==> config.mk <==
export PLATFORM = sky130hd
export DESIGN_NAME = link_irq_gpio
export DESIGN_NICKNAME = d
export VERILOG_FILES = /design/src/hdl/sideband_pkg.sv /design/src/hdl/link_irq_gpio.sv
export SDC_FILE = /design/constraint.sdc
export NUM_CORES = 1
export LEC_CHECK = 0
export BUFFER_PORTS_ARGS = -buffer_cell sky130_fd_sc_hd__buf_2
export CAP_MARGIN = 10
export CORE_MARGIN = 1
export CORE_UTILIZATION = 59
export DETAILED_ROUTE_END_ITERATION = 8
export PLACE_DENSITY = 0.94
export SLEW_MARGIN = 20
export SYNTH_ARGS = -nofsm -noshare
export SYNTH_HDL_FRONTEND = slang
export SYNTH_SLANG_ARGS = --single-unit
==> constraint.sdc <==
create_clock -name i_clk -period 10.6 [get_ports i_clk]
set_input_delay 1.59 -clock i_clk [delete_from_list [all_inputs] [get_ports i_clk]]
set_output_delay 1.59 -clock i_clk [all_outputs]
set_load 0.05 [all_outputs]
==> src/hdl/sideband_pkg.sv <==
// Function
// RULE1 - active-low interrupt output for enabled local and remote conditions
// RULE2 - host sets control bits 5 and 0 to enable remote propagation
// RULE3 - propagation enabled: far-end input falling pulls interrupt low
// RULE4 - host reads interrupt status after seeing interrupt output low
// RULE5 - status read clears pending interrupt and releases output high
// RULE6 - after clearing, new remote interrupt only on next far-end fall
// RULE7 - mirror output follows far-end interrupt level, no clearing needed
// RULE8 - mirror output held high while no link exists
// RULE9 - each link io configurable as forward or back channel by register
// RULE10 - code 3 selects forward, code 5 back channel, per documented fields
// RULE11 - local codes: 1 drives low, 9 drives high, 3 input read back
// RULE12 - four register-only ios set or read through local register bits
// RULE13 - enabled register-only io overrides shared audio input on its pin
// RULE14 - register-only io state stays local, not sent across the link
// RULE15 - back-channel samples per frame follow deserializer mode field
// RULE16 - spi pass-through uses secondary lane only, needs two lanes
// RULE17 - forward: spi master here sends downstream; reverse: far end
// RULE18 - spi reads need clock period longer than link round trip
// RULE19 - spi writes may run fast and ignore miso
// RULE20 - back channel runs at 5, 10 or 20 Mbps chosen by deserializer
// RULE21 - after reset interrupt output high and io configs at defaults
package sideband_pkg;
  localparam logic [7:0] OFS_LINK_IO0   = 8'h0d;
  localparam logic [7:0] OFS_LINK_IO12  = 8'h0e;
  localparam logic [7:0] OFS_LINK_IO3   = 8'h0f;
  localparam logic [7:0] OFS_LOCAL_56   = 8'h10;
  localparam logic [7:0] OFS_LOCAL_78   = 8'h11;
  localparam logic [7:0] OFS_IN_LEVELS  = 8'h1c;
  localparam logic [7:0] OFS_IO8_LEVEL  = 8'h1d;
  localparam logic [7:0] OFS_IRQ_CTRL   = 8'h18;
  localparam logic [7:0] OFS_IRQ_STATUS = 8'h19;
  localparam logic [7:0] OFS_IRQ_CTRL_D = 8'hc6;
  localparam logic [7:0] OFS_IRQ_STAT_D = 8'hc7;
  localparam logic [7:0] OFS_SPI_CTRL   = 8'h1e;
  localparam logic [3:0] CODE_OUT_LOW   = 4'h1;
  localparam logic [3:0] CODE_FWD_IN    = 4'h3;
  localparam logic [3:0] CODE_BACK      = 4'h5;
  localparam logic [3:0] CODE_OUT_HIGH  = 4'h9;
  localparam logic [3:0] CODE_RESET     = 4'h0;
  localparam int         BIT_IRQ_GLOBAL = 0;
  localparam int         BIT_IRQ_REMOTE = 5;
  localparam int         BIT_ST_GLOBAL  = 0;
  localparam int         BIT_ST_REMOTE  = 5;
  localparam int         NUM_LOCAL_SRC  = 4;
  localparam logic [2:0] MODE_NORMAL    = 3'b000;
  localparam logic [2:0] MODE_FAST1     = 3'b001;
  localparam logic [2:0] MODE_FAST2     = 3'b010;
  localparam logic [2:0] MODE_FAST4     = 3'b011;
  localparam logic [3:0] SAMP_NORMAL    = 4'h1;
  localparam logic [3:0] SAMP_FAST4     = 4'h6;
  localparam logic [3:0] SAMP_FAST2     = 4'ha;
  localparam logic [3:0] SAMP_FAST1     = 4'hf;
  localparam logic [2:0] NUM_IO_NORMAL  = 3'h4;
  localparam logic [2:0] NUM_IO_FAST2   = 3'h2;
  localparam logic [2:0] NUM_IO_FAST1   = 3'h1;
  typedef struct packed {
    logic [2:0] io_count;
    logic [3:0] samples;
  } bc_sampling_t;
  typedef struct packed {
    logic [3:0] oe;
    logic [3:0] level;
  } io_drive_t;
endpackage : sideband_pkg

==> src/hdl/link_irq_gpio.sv <==
`timescale 1ns/1ps
module link_irq_gpio #(
  parameter int N_LINK  = 4,
  parameter int N_LOCAL = 4
) (
  input  wire logic                  i_clk,
  input  wire logic                  i_rst,
  input  wire logic                  i_reg_wr,
  input  wire logic                  i_reg_rd,
  input  wire logic [7:0]            i_reg_addr,
  input  wire logic [7:0]            i_reg_wdata,
  output logic      [7:0]            o_reg_rdata,
  input  wire logic                  i_link_up,
  input  wire logic                  i_two_lane,
  input  wire logic                  i_far_end_irq_in_n,
  input  wire logic [2:0]            i_fast_ctrl_channel_sel,
  input  wire logic [sideband_pkg::NUM_LOCAL_SRC-1:0] i_local_irq,
  output logic                       o_irq_out_n,
  output logic                       o_far_end_irq_mirror,
  input  wire logic [N_LINK-1:0]     i_link_io_pin,
  output logic [N_LINK-1:0]          o_link_io_pin,
  output logic [N_LINK-1:0]          o_link_io_oe,
  output logic [N_LINK-1:0]          o_link_io_fwd_en,
  output logic [N_LINK-1:0]          o_link_io_fwd_val,
  input  wire logic [N_LINK-1:0]     i_link_io_back_val,
  input  wire logic [N_LOCAL-1:0]    i_local_io_pin,
  output logic [N_LOCAL-1:0]         o_local_io_pin,
  output logic [N_LOCAL-1:0]         o_local_io_oe,
  output logic [N_LOCAL-1:0]         o_audio_in_en,
  output logic [2:0]                 o_bc_io_count,
  output logic [3:0]                 o_bc_samples,
  output logic                       o_spi_fwd_active,
  output logic                       o_spi_rev_active
);
  localparam int NUM_SRC = sideband_pkg::NUM_LOCAL_SRC;

  logic [3:0] link_cfg  [N_LINK];
  logic [3:0] local_cfg [N_LOCAL];
  logic [7:0] irq_ctrl_reg;
  logic [7:0] irq_status_reg;
  logic [1:0] spi_ctrl_reg;
  logic [2:0] far_sync_reg;
  logic       far_level_reg;
  logic [N_LINK-1:0]  link_sync1_reg, link_sync2_reg, link_sync3_reg;
  logic [N_LOCAL-1:0] loc_sync1_reg, loc_sync2_reg, loc_sync3_reg;
  logic [N_LINK-1:0]  link_in_reg;
  logic [N_LOCAL-1:0] loc_in_reg;
  logic               far_fall;
  logic               remote_en;
  logic               status_rd;
  logic [NUM_SRC-1:0] local_en;

  // register writes; fields return to parking code after reset
  // RULE21 config defaults
  always_ff @(posedge i_clk or posedge i_rst) begin
    if (i_rst) begin
      for (int k = 0; k < N_LINK; k++) link_cfg[k] <= sideband_pkg::CODE_RESET;
      for (int k = 0; k < N_LOCAL; k++)
        local_cfg[k] <= sideband_pkg::CODE_RESET;
      irq_ctrl_reg <= 8'h00;
      spi_ctrl_reg <= 2'b00;
    end else if (i_reg_wr) begin
      // RULE9 RULE10 direction fields
      case (i_reg_addr)
        sideband_pkg::OFS_LINK_IO0:  link_cfg[0] <= i_reg_wdata[3:0];
        sideband_pkg::OFS_LINK_IO12: begin
          link_cfg[1] <= i_reg_wdata[3:0];
          link_cfg[2] <= i_reg_wdata[7:4];
        end
        sideband_pkg::OFS_LINK_IO3:  link_cfg[3] <= i_reg_wdata[3:0];
        // RULE12 local io fields
        sideband_pkg::OFS_LOCAL_56: begin
          local_cfg[0] <= i_reg_wdata[3:0];
          local_cfg[1] <= i_reg_wdata[7:4];
        end
        sideband_pkg::OFS_LOCAL_78: begin
          local_cfg[2] <= i_reg_wdata[3:0];
          local_cfg[3] <= i_reg_wdata[7:4];
        end
        sideband_pkg::OFS_IRQ_CTRL_D: irq_ctrl_reg <= i_reg_wdata;
        sideband_pkg::OFS_SPI_CTRL:   spi_ctrl_reg <= i_reg_wdata[1:0];
        default: ;
      endcase
    end
  end

  // pin inputs through three flops, change taken when 2nd and 3rd agree
  always_ff @(posedge i_clk or posedge i_rst) begin
    if (i_rst) begin
      far_sync_reg   <= 3'b111;
      far_level_reg  <= 1'b1;
      link_sync1_reg <= '0;
      link_sync2_reg <= '0;
      link_sync3_reg <= '0;
      loc_sync1_reg  <= '0;
      loc_sync2_reg  <= '0;
      loc_sync3_reg  <= '0;
      link_in_reg    <= '0;
      loc_in_reg     <= '0;
    end else begin
      far_sync_reg   <= {far_sync_reg[1:0], i_far_end_irq_in_n};
      if (far_sync_reg[1] == far_sync_reg[2]) far_level_reg <= far_sync_reg[2];
      link_sync1_reg <= i_link_io_pin;
      link_sync2_reg <= link_sync1_reg;
      link_sync3_reg <= link_sync2_reg;
      loc_sync1_reg  <= i_local_io_pin;
      loc_sync2_reg  <= loc_sync1_reg;
      loc_sync3_reg  <= loc_sync2_reg;
      for (int k = 0; k < N_LINK; k++)
        if (link_sync2_reg[k] == link_sync3_reg[k])
          link_in_reg[k] <= link_sync3_reg[k];
      for (int k = 0; k < N_LOCAL; k++)
        if (loc_sync2_reg[k] == loc_sync3_reg[k])
          loc_in_reg[k] <= loc_sync3_reg[k];
    end
  end

  // RULE6 edge detect only
  assign far_fall = far_level_reg & (far_sync_reg[1] == far_sync_reg[2])
                    & ~far_sync_reg[2];
  assign remote_en = irq_ctrl_reg[sideband_pkg::BIT_IRQ_REMOTE]
                     & irq_ctrl_reg[sideband_pkg::BIT_IRQ_GLOBAL];
  assign status_rd = i_reg_rd & (i_reg_addr == sideband_pkg::OFS_IRQ_STAT_D);
  assign local_en  = irq_ctrl_reg[NUM_SRC:1] & i_local_irq;

  // sticky status: a new event wins over the clearing read
  // RULE3 RULE5 set and clear
  always_ff @(posedge i_clk or posedge i_rst) begin
    if (i_rst) begin
      irq_status_reg <= 8'h00;
    end else begin
      if (status_rd) irq_status_reg <= 8'h00;
      if (remote_en && far_fall && i_link_up)
        irq_status_reg[sideband_pkg::BIT_ST_REMOTE] <= 1'b1;
      for (int k = 0; k < NUM_SRC; k++)
        if (irq_ctrl_reg[sideband_pkg::BIT_IRQ_GLOBAL] && local_en[k])
          irq_status_reg[k+1] <= 1'b1;
    end
  end

  // RULE1 RULE21 active-low output
  always_ff @(posedge i_clk or posedge i_rst) begin
    if (i_rst) o_irq_out_n <= 1'b1;
    else       o_irq_out_n <= ~(|irq_status_reg);
  end

  // RULE7 RULE8 mirror
  always_ff @(posedge i_clk or posedge i_rst) begin
    if (i_rst) o_far_end_irq_mirror <= 1'b1;
    else       o_far_end_irq_mirror <= i_link_up ? far_level_reg : 1'b1;
  end

  // RULE11 local drive codes on link io pins
  always_ff @(posedge i_clk or posedge i_rst) begin
    if (i_rst) begin
      o_link_io_pin     <= '0;
      o_link_io_oe      <= '0;
      o_link_io_fwd_en  <= '0;
      o_link_io_fwd_val <= '0;
    end else begin
      for (int k = 0; k < N_LINK; k++) begin
        o_link_io_fwd_en[k]  <= (link_cfg[k] == sideband_pkg::CODE_FWD_IN);
        o_link_io_fwd_val[k] <= link_in_reg[k];
        case (link_cfg[k])
          sideband_pkg::CODE_OUT_LOW: begin
            o_link_io_oe[k]  <= 1'b1;
            o_link_io_pin[k] <= 1'b0;
          end
          sideband_pkg::CODE_OUT_HIGH: begin
            o_link_io_oe[k]  <= 1'b1;
            o_link_io_pin[k] <= 1'b1;
          end
          // RULE9 back channel drives pin from far end
          sideband_pkg::CODE_BACK: begin
            o_link_io_oe[k]  <= 1'b1;
            o_link_io_pin[k] <= i_link_io_back_val[k];
          end
          default: begin
            o_link_io_oe[k]  <= 1'b0;
            o_link_io_pin[k] <= 1'b0;
          end
        endcase
      end
    end
  end

  // RULE13 RULE14 local io, never forwarded
  always_ff @(posedge i_clk or posedge i_rst) begin
    if (i_rst) begin
      o_local_io_pin <= '0;
      o_local_io_oe  <= '0;
      o_audio_in_en  <= '1;
    end else begin
      for (int k = 0; k < N_LOCAL; k++) begin
        o_local_io_oe[k]  <= (local_cfg[k] == sideband_pkg::CODE_OUT_LOW)
                           | (local_cfg[k] == sideband_pkg::CODE_OUT_HIGH);
        o_local_io_pin[k] <= (local_cfg[k] == sideband_pkg::CODE_OUT_HIGH);
        o_audio_in_en[k]  <= ~((local_cfg[k] == sideband_pkg::CODE_OUT_LOW)
                           | (local_cfg[k] == sideband_pkg::CODE_OUT_HIGH)
                           | (local_cfg[k] == sideband_pkg::CODE_FWD_IN));
      end
    end
  end

  // RULE15 RULE20 back-channel sampling; rate is set at far end
  sideband_pkg::bc_sampling_t bc_next;
  always_comb begin
    bc_next.io_count = sideband_pkg::NUM_IO_NORMAL;
    bc_next.samples  = sideband_pkg::SAMP_NORMAL;
    case (i_fast_ctrl_channel_sel)
      sideband_pkg::MODE_FAST4: bc_next.samples = sideband_pkg::SAMP_FAST4;
      sideband_pkg::MODE_FAST2: begin
        bc_next.io_count = sideband_pkg::NUM_IO_FAST2;
        bc_next.samples  = sideband_pkg::SAMP_FAST2;
      end
      sideband_pkg::MODE_FAST1: begin
        bc_next.io_count = sideband_pkg::NUM_IO_FAST1;
        bc_next.samples  = sideband_pkg::SAMP_FAST1;
      end
      default: ;
    endcase
  end

  // RULE16 RULE17 spi direction gated on two lanes
  always_ff @(posedge i_clk or posedge i_rst) begin
    if (i_rst) begin
      o_bc_io_count    <= sideband_pkg::NUM_IO_NORMAL;
      o_bc_samples     <= sideband_pkg::SAMP_NORMAL;
      o_spi_fwd_active <= 1'b0;
      o_spi_rev_active <= 1'b0;
    end else begin
      o_bc_io_count    <= bc_next.io_count;
      o_bc_samples     <= bc_next.samples;
      o_spi_fwd_active <= i_two_lane & i_link_up & spi_ctrl_reg[0];
      o_spi_rev_active <= i_two_lane & i_link_up & spi_ctrl_reg[1]
                          & ~spi_ctrl_reg[0];
    end
  end

  // read data, registered one cycle after the read strobe
  always_ff @(posedge i_clk or posedge i_rst) begin
    if (i_rst) begin
      o_reg_rdata <= 8'h00;
    end else if (i_reg_rd) begin
      case (i_reg_addr)
        sideband_pkg::OFS_LINK_IO0:   o_reg_rdata <= {4'h0, link_cfg[0]};
        sideband_pkg::OFS_LINK_IO12:
          o_reg_rdata <= {link_cfg[2], link_cfg[1]};
        sideband_pkg::OFS_LINK_IO3:   o_reg_rdata <= {4'h0, link_cfg[3]};
        sideband_pkg::OFS_LOCAL_56:
          o_reg_rdata <= {local_cfg[1], local_cfg[0]};
        sideband_pkg::OFS_LOCAL_78:
          o_reg_rdata <= {local_cfg[3], local_cfg[2]};
        // RULE11 RULE12 input levels
        sideband_pkg::OFS_IN_LEVELS:
          o_reg_rdata <= {loc_in_reg[2:0], 1'b0, link_in_reg};
        sideband_pkg::OFS_IO8_LEVEL:  o_reg_rdata <= {7'h00, loc_in_reg[3]};
        sideband_pkg::OFS_IRQ_CTRL_D: o_reg_rdata <= irq_ctrl_reg;
        sideband_pkg::OFS_IRQ_STAT_D: o_reg_rdata <= irq_status_reg;
        sideband_pkg::OFS_SPI_CTRL:   o_reg_rdata <= {6'h00, spi_ctrl_reg};
        default:                      o_reg_rdata <= 8'h00;
      endcase
    end
  end
endmodule : link_irq_gpio

==> run metrics, run 1 <==
status finished clean; Static Leakage 2.95 nW; max incr delay on CP 460 ps; DRT Pass-1 Iters 5; unrepaired setup endpoints after global routing no; synthesized area 5010 sq um; cell area after layout 6130 sq um; Skew-Pair Late Insertion Delay roughly 520 ps; area of the multi-input gates 1640 sq um; worst path cell trace buf_2 > or3_4 > nor4_4 > and2_1 > mux2_1; die area 8860 sq um; Min-Delay Path Class reg -> reg; required time worst endpoint 11000 ps; H-tree Lvls 4; via count 3500; Layout Nets 499; R2R setup slack 9040 ps; syn_area_per_cell 14.0 sq um; highest clock rate 334 MHz; Post-synth top cells dfrtp_1 (118), mux2_1 (37), nand2_1 (16), inv_1 (15), nor2_1 (14); register area 3270 sq um; Max clock buf depth 2; Synth Warn # 0; Min-Delay Endpoint loc_sync2_reg[1]; top flop regs link_cfg (16), local_cfg (16); cts-stage hold buffer count 0; TritonCTS Buffers 17; CP delay by family, top simple AND/OR/NAND/NOR gates; DP Wirelength 7.70 mm; starting DRC count in detailed routing 337; Critical Path Start Type input pin; clk sink count 130; CP startpoint i_reg_addr[5]; Tcrit/Tclk final 0.283; IO Count 89; routability cong. 0.945; hold path startpoint loc_sync1_reg[1]; Unique masters post-synth 54; Synth top area share 0.590; filler instances 511; largest area contributor in the netlist dfrtp_1; FF-to-FF Start link_cfg[10]; number of DRC violations after detailed routing 0; Buf+Inv Stages, Crit Path 1; Resize count post-CTS 0; Final setup viols 0; end of the worst register-to-register path o_reg_rdata[2]; largest net degree at the start of global routing 87; first-pass GRT wire length 18.6 mm; core area 8220 sq um; Final min period roughly 3000 ps; worst reg2reg path depth 5; initial antenna violation count 0; CTS clk-pin slew, worst paths 60 ps; Synth Instances 359; number of flops mapped to enable cells by yosys 0; number of post-CTS setup repair buffers 0; Routed Antenna Nets 0; vias in the first global route around 3.6k; total congestion overflow 0; GRT Total Usage 0.297; Initial Util 0.610; final WL 11.8 mm; placed inst area 5540 sq um; Worst Tran Pin Value 773 ps; Yosys reg bits 130; async set-reset flop share out of synthesis 1.00; Setup CP Type in -> reg; final core utilization 0.746; slowest cell on the critical path and2_1; Final Max Tran Viols 0; CP Max Fanout 10; row count 33; peak supply drop roughly 140 uV; DR vias/cell 6.11; wire length per cell 20.7 microns; CTS tree yes; Area growth syn-to-layout 22.5%; most numerous cell in the Yosys netlist dfrtp_1; relative slew slack 0.484; root buf cell clkbuf_8; post-synth net total around 400; Final TNS setup 0 ps; Buffers on Ports 88; cell area power density 199 nW/um^2; crit path DAT 3390 ps; crit path capture type flop; WHS 347 ps; Area contributors post-synth dfrtp_1 (59%), mux2_1 (8.3%), dfstp_2 (6.3%); final setup skew 7.84 ps; max-cap viol count 0; layout cells sized above 1 0.323; Post-synth top flop dfrtp_1; Hold Crit Depth 0; Die X 94.1 microns; Die Height 94.1 microns; Final Hold Vio Count 0; register area share after synthesis 0.653
-- through the flow --
step | cells | setup slack (ps) | total power, mW
after floorplan | 359 | 5560 | 0.609
after global placement | 543 | 7170 | 0.639
after detailed placement | 543 | 7080 | 0.644
after CTS | 572 | 7620 | 1.22
after global routing | 572 | 7540 | 1.26
final | 573 | 7600 | 1.22
-- cell families (layout without fill, tap and decap cells) --
| logic type | after synthesis | count (layout) | synth area share |
|---|---|---|---|
| compound gates | 51 | 51 | 0.0799 |
| fa+ha+maj | 9 | 9 | 0.0180 |
| buf+inv | 25 | 133 | 0.0205 |
| flops | 130 | 130 | 0.653 |
| mux | 47 | 47 | 0.105 |
| other cells | 0 | 1 | 0 |
| simple gates | 97 | 97 | 0.124 |
-- worst max-delay path by stage --
stage,depth (start not counted),to
after floorplan,1,irq_ctrl_reg[0]
after global routing,5,link_cfg[7]
after detailed placement,5,link_cfg[7]
final,5,link_cfg[11]
after CTS,5,link_cfg[11]
after global placement,5,link_cfg[7]
-- per-layer routing --
metal  global-route usage  share of wire  vias up
met1                0.362           0.39     1765
met3               0.0866          0.068       45
met5                    0              0        -
li1                     -              -     1502
met2                0.493           0.51      188
met4                0.131          0.032        0
-- where the power goes --
part	total [mW]	internal (mW)	leakage (nW)	switching, mW
clock network	0.582	0.376	0.286	0.206
logic	0.0963	0.0275	1.01	0.0688
registers	0.542	0.524	1.65	0.0177
total	1.22	0.928	2.95	0.292
-- cells in the final DEF (no fill, tap or decap), drive strengths merged, types with 7 or more instances in the layout --
master / count
mux2: 44
o22ai: 8
dfstp: 12
buf: 89
inv: 15
nand2b: 7
a22oi: 9
clkbuf: 18
nor2: 16
a211oi: 7
maj3: 9
nand2: 19
nor2b: 7
dfrtp: 118
-- cell type report --
cell class                      count  area share
Sequential cell                   130       0.533
Multi-Input combinational cell    204       0.267
Timing Repair Buffer               89      0.0736
Clock buffer                       18      0.0681
Clock inverter                     11      0.0269
Tap cell                          105      0.0214
Inverter                           15     0.00959
Antenna cell                        1    0.000408
No activity file was read; power rests on OpenSTA's default activity.
==> run 2, diff against run 1 <==
--- a/config.mk
+++ b/config.mk
@@ -8,9 +8,9 @@
 export BUFFER_PORTS_ARGS = -buffer_cell sky130_fd_sc_hd__buf_2
 export CAP_MARGIN = 10
 export CORE_MARGIN = 1
-export CORE_UTILIZATION = 59
+export CORE_UTILIZATION = 55
 export DETAILED_ROUTE_END_ITERATION = 8
-export PLACE_DENSITY = 0.94
+export PLACE_DENSITY = 0.89
 export SLEW_MARGIN = 20
 export SYNTH_ARGS = -nofsm -noshare
 export SYNTH_HDL_FRONTEND = slang
==> constraint.sdc (replaced) <==
create_clock -name i_clk -period 2.76 [get_ports i_clk]
set_input_delay 0.414 -clock i_clk [delete_from_list [all_inputs] [get_ports i_clk]]
set_output_delay 0.414 -clock i_clk [all_outputs]
set_load 0.05 [all_outputs]
==> run metrics, run 2 (synthesized netlist as in run 1, its figures left out) <==
clk sink count 130 (unchanged); H-tree Lvls 4 (unchanged); combinational power share 0.078 (about the same); starting DRC count in detailed routing 205 (-39%); NetSw 1.09 mW (+270%); die area 9490 sq um (+7.1%); fin cells 588 (+2.6%); commonest non-fill, non-tap cell in the layout dfrtp_1; root buf cell clkbuf_8; commonest non-fill, non-tap cells in the layout dfrtp_1 (118), buf_2 (88), mux2_1 (37), nand2_1 (16), clkbuf_16 (16); Routed Antenna Nets 0 (unchanged); Area growth syn-to-layout 25.5%; Placed Instances 548 (+0.92%); GRT Total Usage 0.241 (-0.0560); Layout Nets 509 (+2.0%); required time worst endpoint 3110 ps (-7890 ps); unrepaired setup endpoints after global routing no; largest net degree at the start of global routing 131 (+51%); via count 3367 (-3.8%); Critical Path Start Type flop; Skew-Pair Late Insertion Delay 500 ps (-20 ps); first-pass GRT wire length 17.5 mm (-5.6%); routability cong. 0.936 (-0.94%); max-cap viol count 0 (unchanged); relative slew slack 0.521 (+0.0369); Final Hold Vio Count 0 (unchanged); Seq pwr share 0.434 (-0.010); layout cells sized above 1 0.323 (-0.000424); vias in the first global route 3490 (-2.2%); Internal 3.69 mW (+300%); CTS tree yes; number of post-CTS setup repair buffers 0 (unchanged); Final TNS setup 0 ps (unchanged); crit path capture type flop; highest clock rate between 500 and 600 MHz; Buffers on Ports 88 (unchanged); Final setup viols 0 (unchanged); Die Height 97.4 microns (+3.5%); Static Leakage 3.01 nW (+2.1%); initial antenna violation count 0 (unchanged); Resize count post-CTS 0 (unchanged); DR vias/cell 5.73 (-6.3%); core area 8760 sq um (+6.7%); number of DRC violations after detailed routing 0 (unchanged); Tcrit/Tclk final 0.720; top flop regs link_cfg (16), local_cfg (16); clock share of power 0.488 (+0.011); TritonCTS Buffers 17 (unchanged); CP Max Fanout 5 (-5); Sw Share 0.228 (-0.0111); Worst Tran Pin Value 700 ps (-73.5 ps); final setup skew 4.79 ps (-3.05 ps); Initial Util 0.572 (-0.0380); DP Wirelength 7.28 mm (-5.5%); IO Count 89 (unchanged); Max clock buf depth 2 (unchanged); Setup CP Type reg -> reg; status finished clean; final WL 10.8 mm (-9.1%); Die X 97.4 microns (+3.5%); Final Max Tran Viols 0 (unchanged); ant diodes 0 (-1); cell area power density 761 nW/um^2 (+280%); peak supply drop 531 uV (+270%); DRT Pass-1 Iters 4 (-1); row count 34 (+3.0%); wire length per cell 18.3 microns (-11%); total congestion overflow 0 (unchanged); Final min period 1990 ps; crit path DAT 2340 ps (-1050 ps); Min-Delay Path Class in -> reg; CTS clk-pin slew, worst paths 50 ps (about the same)
[run 2: timing repair]
| item | CTS | global route |
|---|---|---|
| setup endpoints to repair | 0 | 0 |
| hold buffers | 7 | 1 |
| hold endpoints to repair | 7 | 1 |
[run 2: path summary, 6_finish.rpt]
| path | startpoint | end | slack [ps] | cells after the start |
|---|---|---|---|---|
| min in group asynchronous | i_rst | link_sync1_reg[1] | 80 | 3 |
| worst max register to register | link_cfg[2] | o_reg_rdata[2] | 770 | 6 |
| worst min register to register | loc_sync1_reg[0] | loc_sync2_reg[0] | 350 | 0 |
| max in group asynchronous | i_rst | loc_sync3_reg[1] | 2180 | 3 |
| worst min-delay path | i_local_io_pin[3] | loc_sync1_reg[3] | 20 | 1 |
| worst max-delay path | link_cfg[2] | o_reg_rdata[2] | 770 | 6 |
[run 2: routing by layer]
| metal | vias up | GRT usage | wire length [microns] |
|---|---|---|---|
| met4 | 0 | 0.121 | 233 |
| met1 | 1698 | 0.314 | 4510 |
| met3 | 16 | 0.0590 | 583 |
| met2 | 122 | 0.380 | 5440 |
| met5 | - | 0 | 0 |
| li1 | 1531 | - | - |
[run 2: critical path, cell delays in order, from the launching register on]
cell and delay [ps]:
dfrtp_1 420, mux2_2 280, a22oi_1 150, nor2_1 90
a2111oi_0 630, buf_4 220, o22ai_1 60
[run 2: power groups by stage]
| stage | Sequential (mW) | Clock, mW | Combinational [mW] |
|---|---|---|---|
| after floorplan | 2.21 | 0 | 0.133 |
| after global placement | 2.10 | 0 | 0.356 |
| after detailed placement | 2.11 | 0 | 0.365 |
| after CTS | 2.08 | 2.36 | 0.375 |
| after global routing | 2.09 | 2.44 | 0.400 |
| final | 2.08 | 2.33 | 0.373 |
[run 2: cell type report]
type | count | area, sq um
clock buffers | 23 | 477
clock inverters | 9 | 151
fillers | 588 | 2480
inverters | 15 | 60.1
multi-input cells | 204 | 1640
flip-flops and latches | 130 | 3270
well taps | 108 | 135
repair buffers | 99 | 556
[run 2: through the flow]
step	setup slack, ps	hold slack [ps]	util	total power [mW]	instance area, sq um
6_report	773	23.9	0.717	4.78	6280
5_1_grt	715	5.15	0.717	4.93	6280
4_1_cts	761	1.26	0.716	4.81	6270
3_5_place_dp	332	335	0.636	2.47	5580
3_3_place_gp	319	332	0.636	2.46	5580
2_1_floorplan	747	331	-	2.34	5010
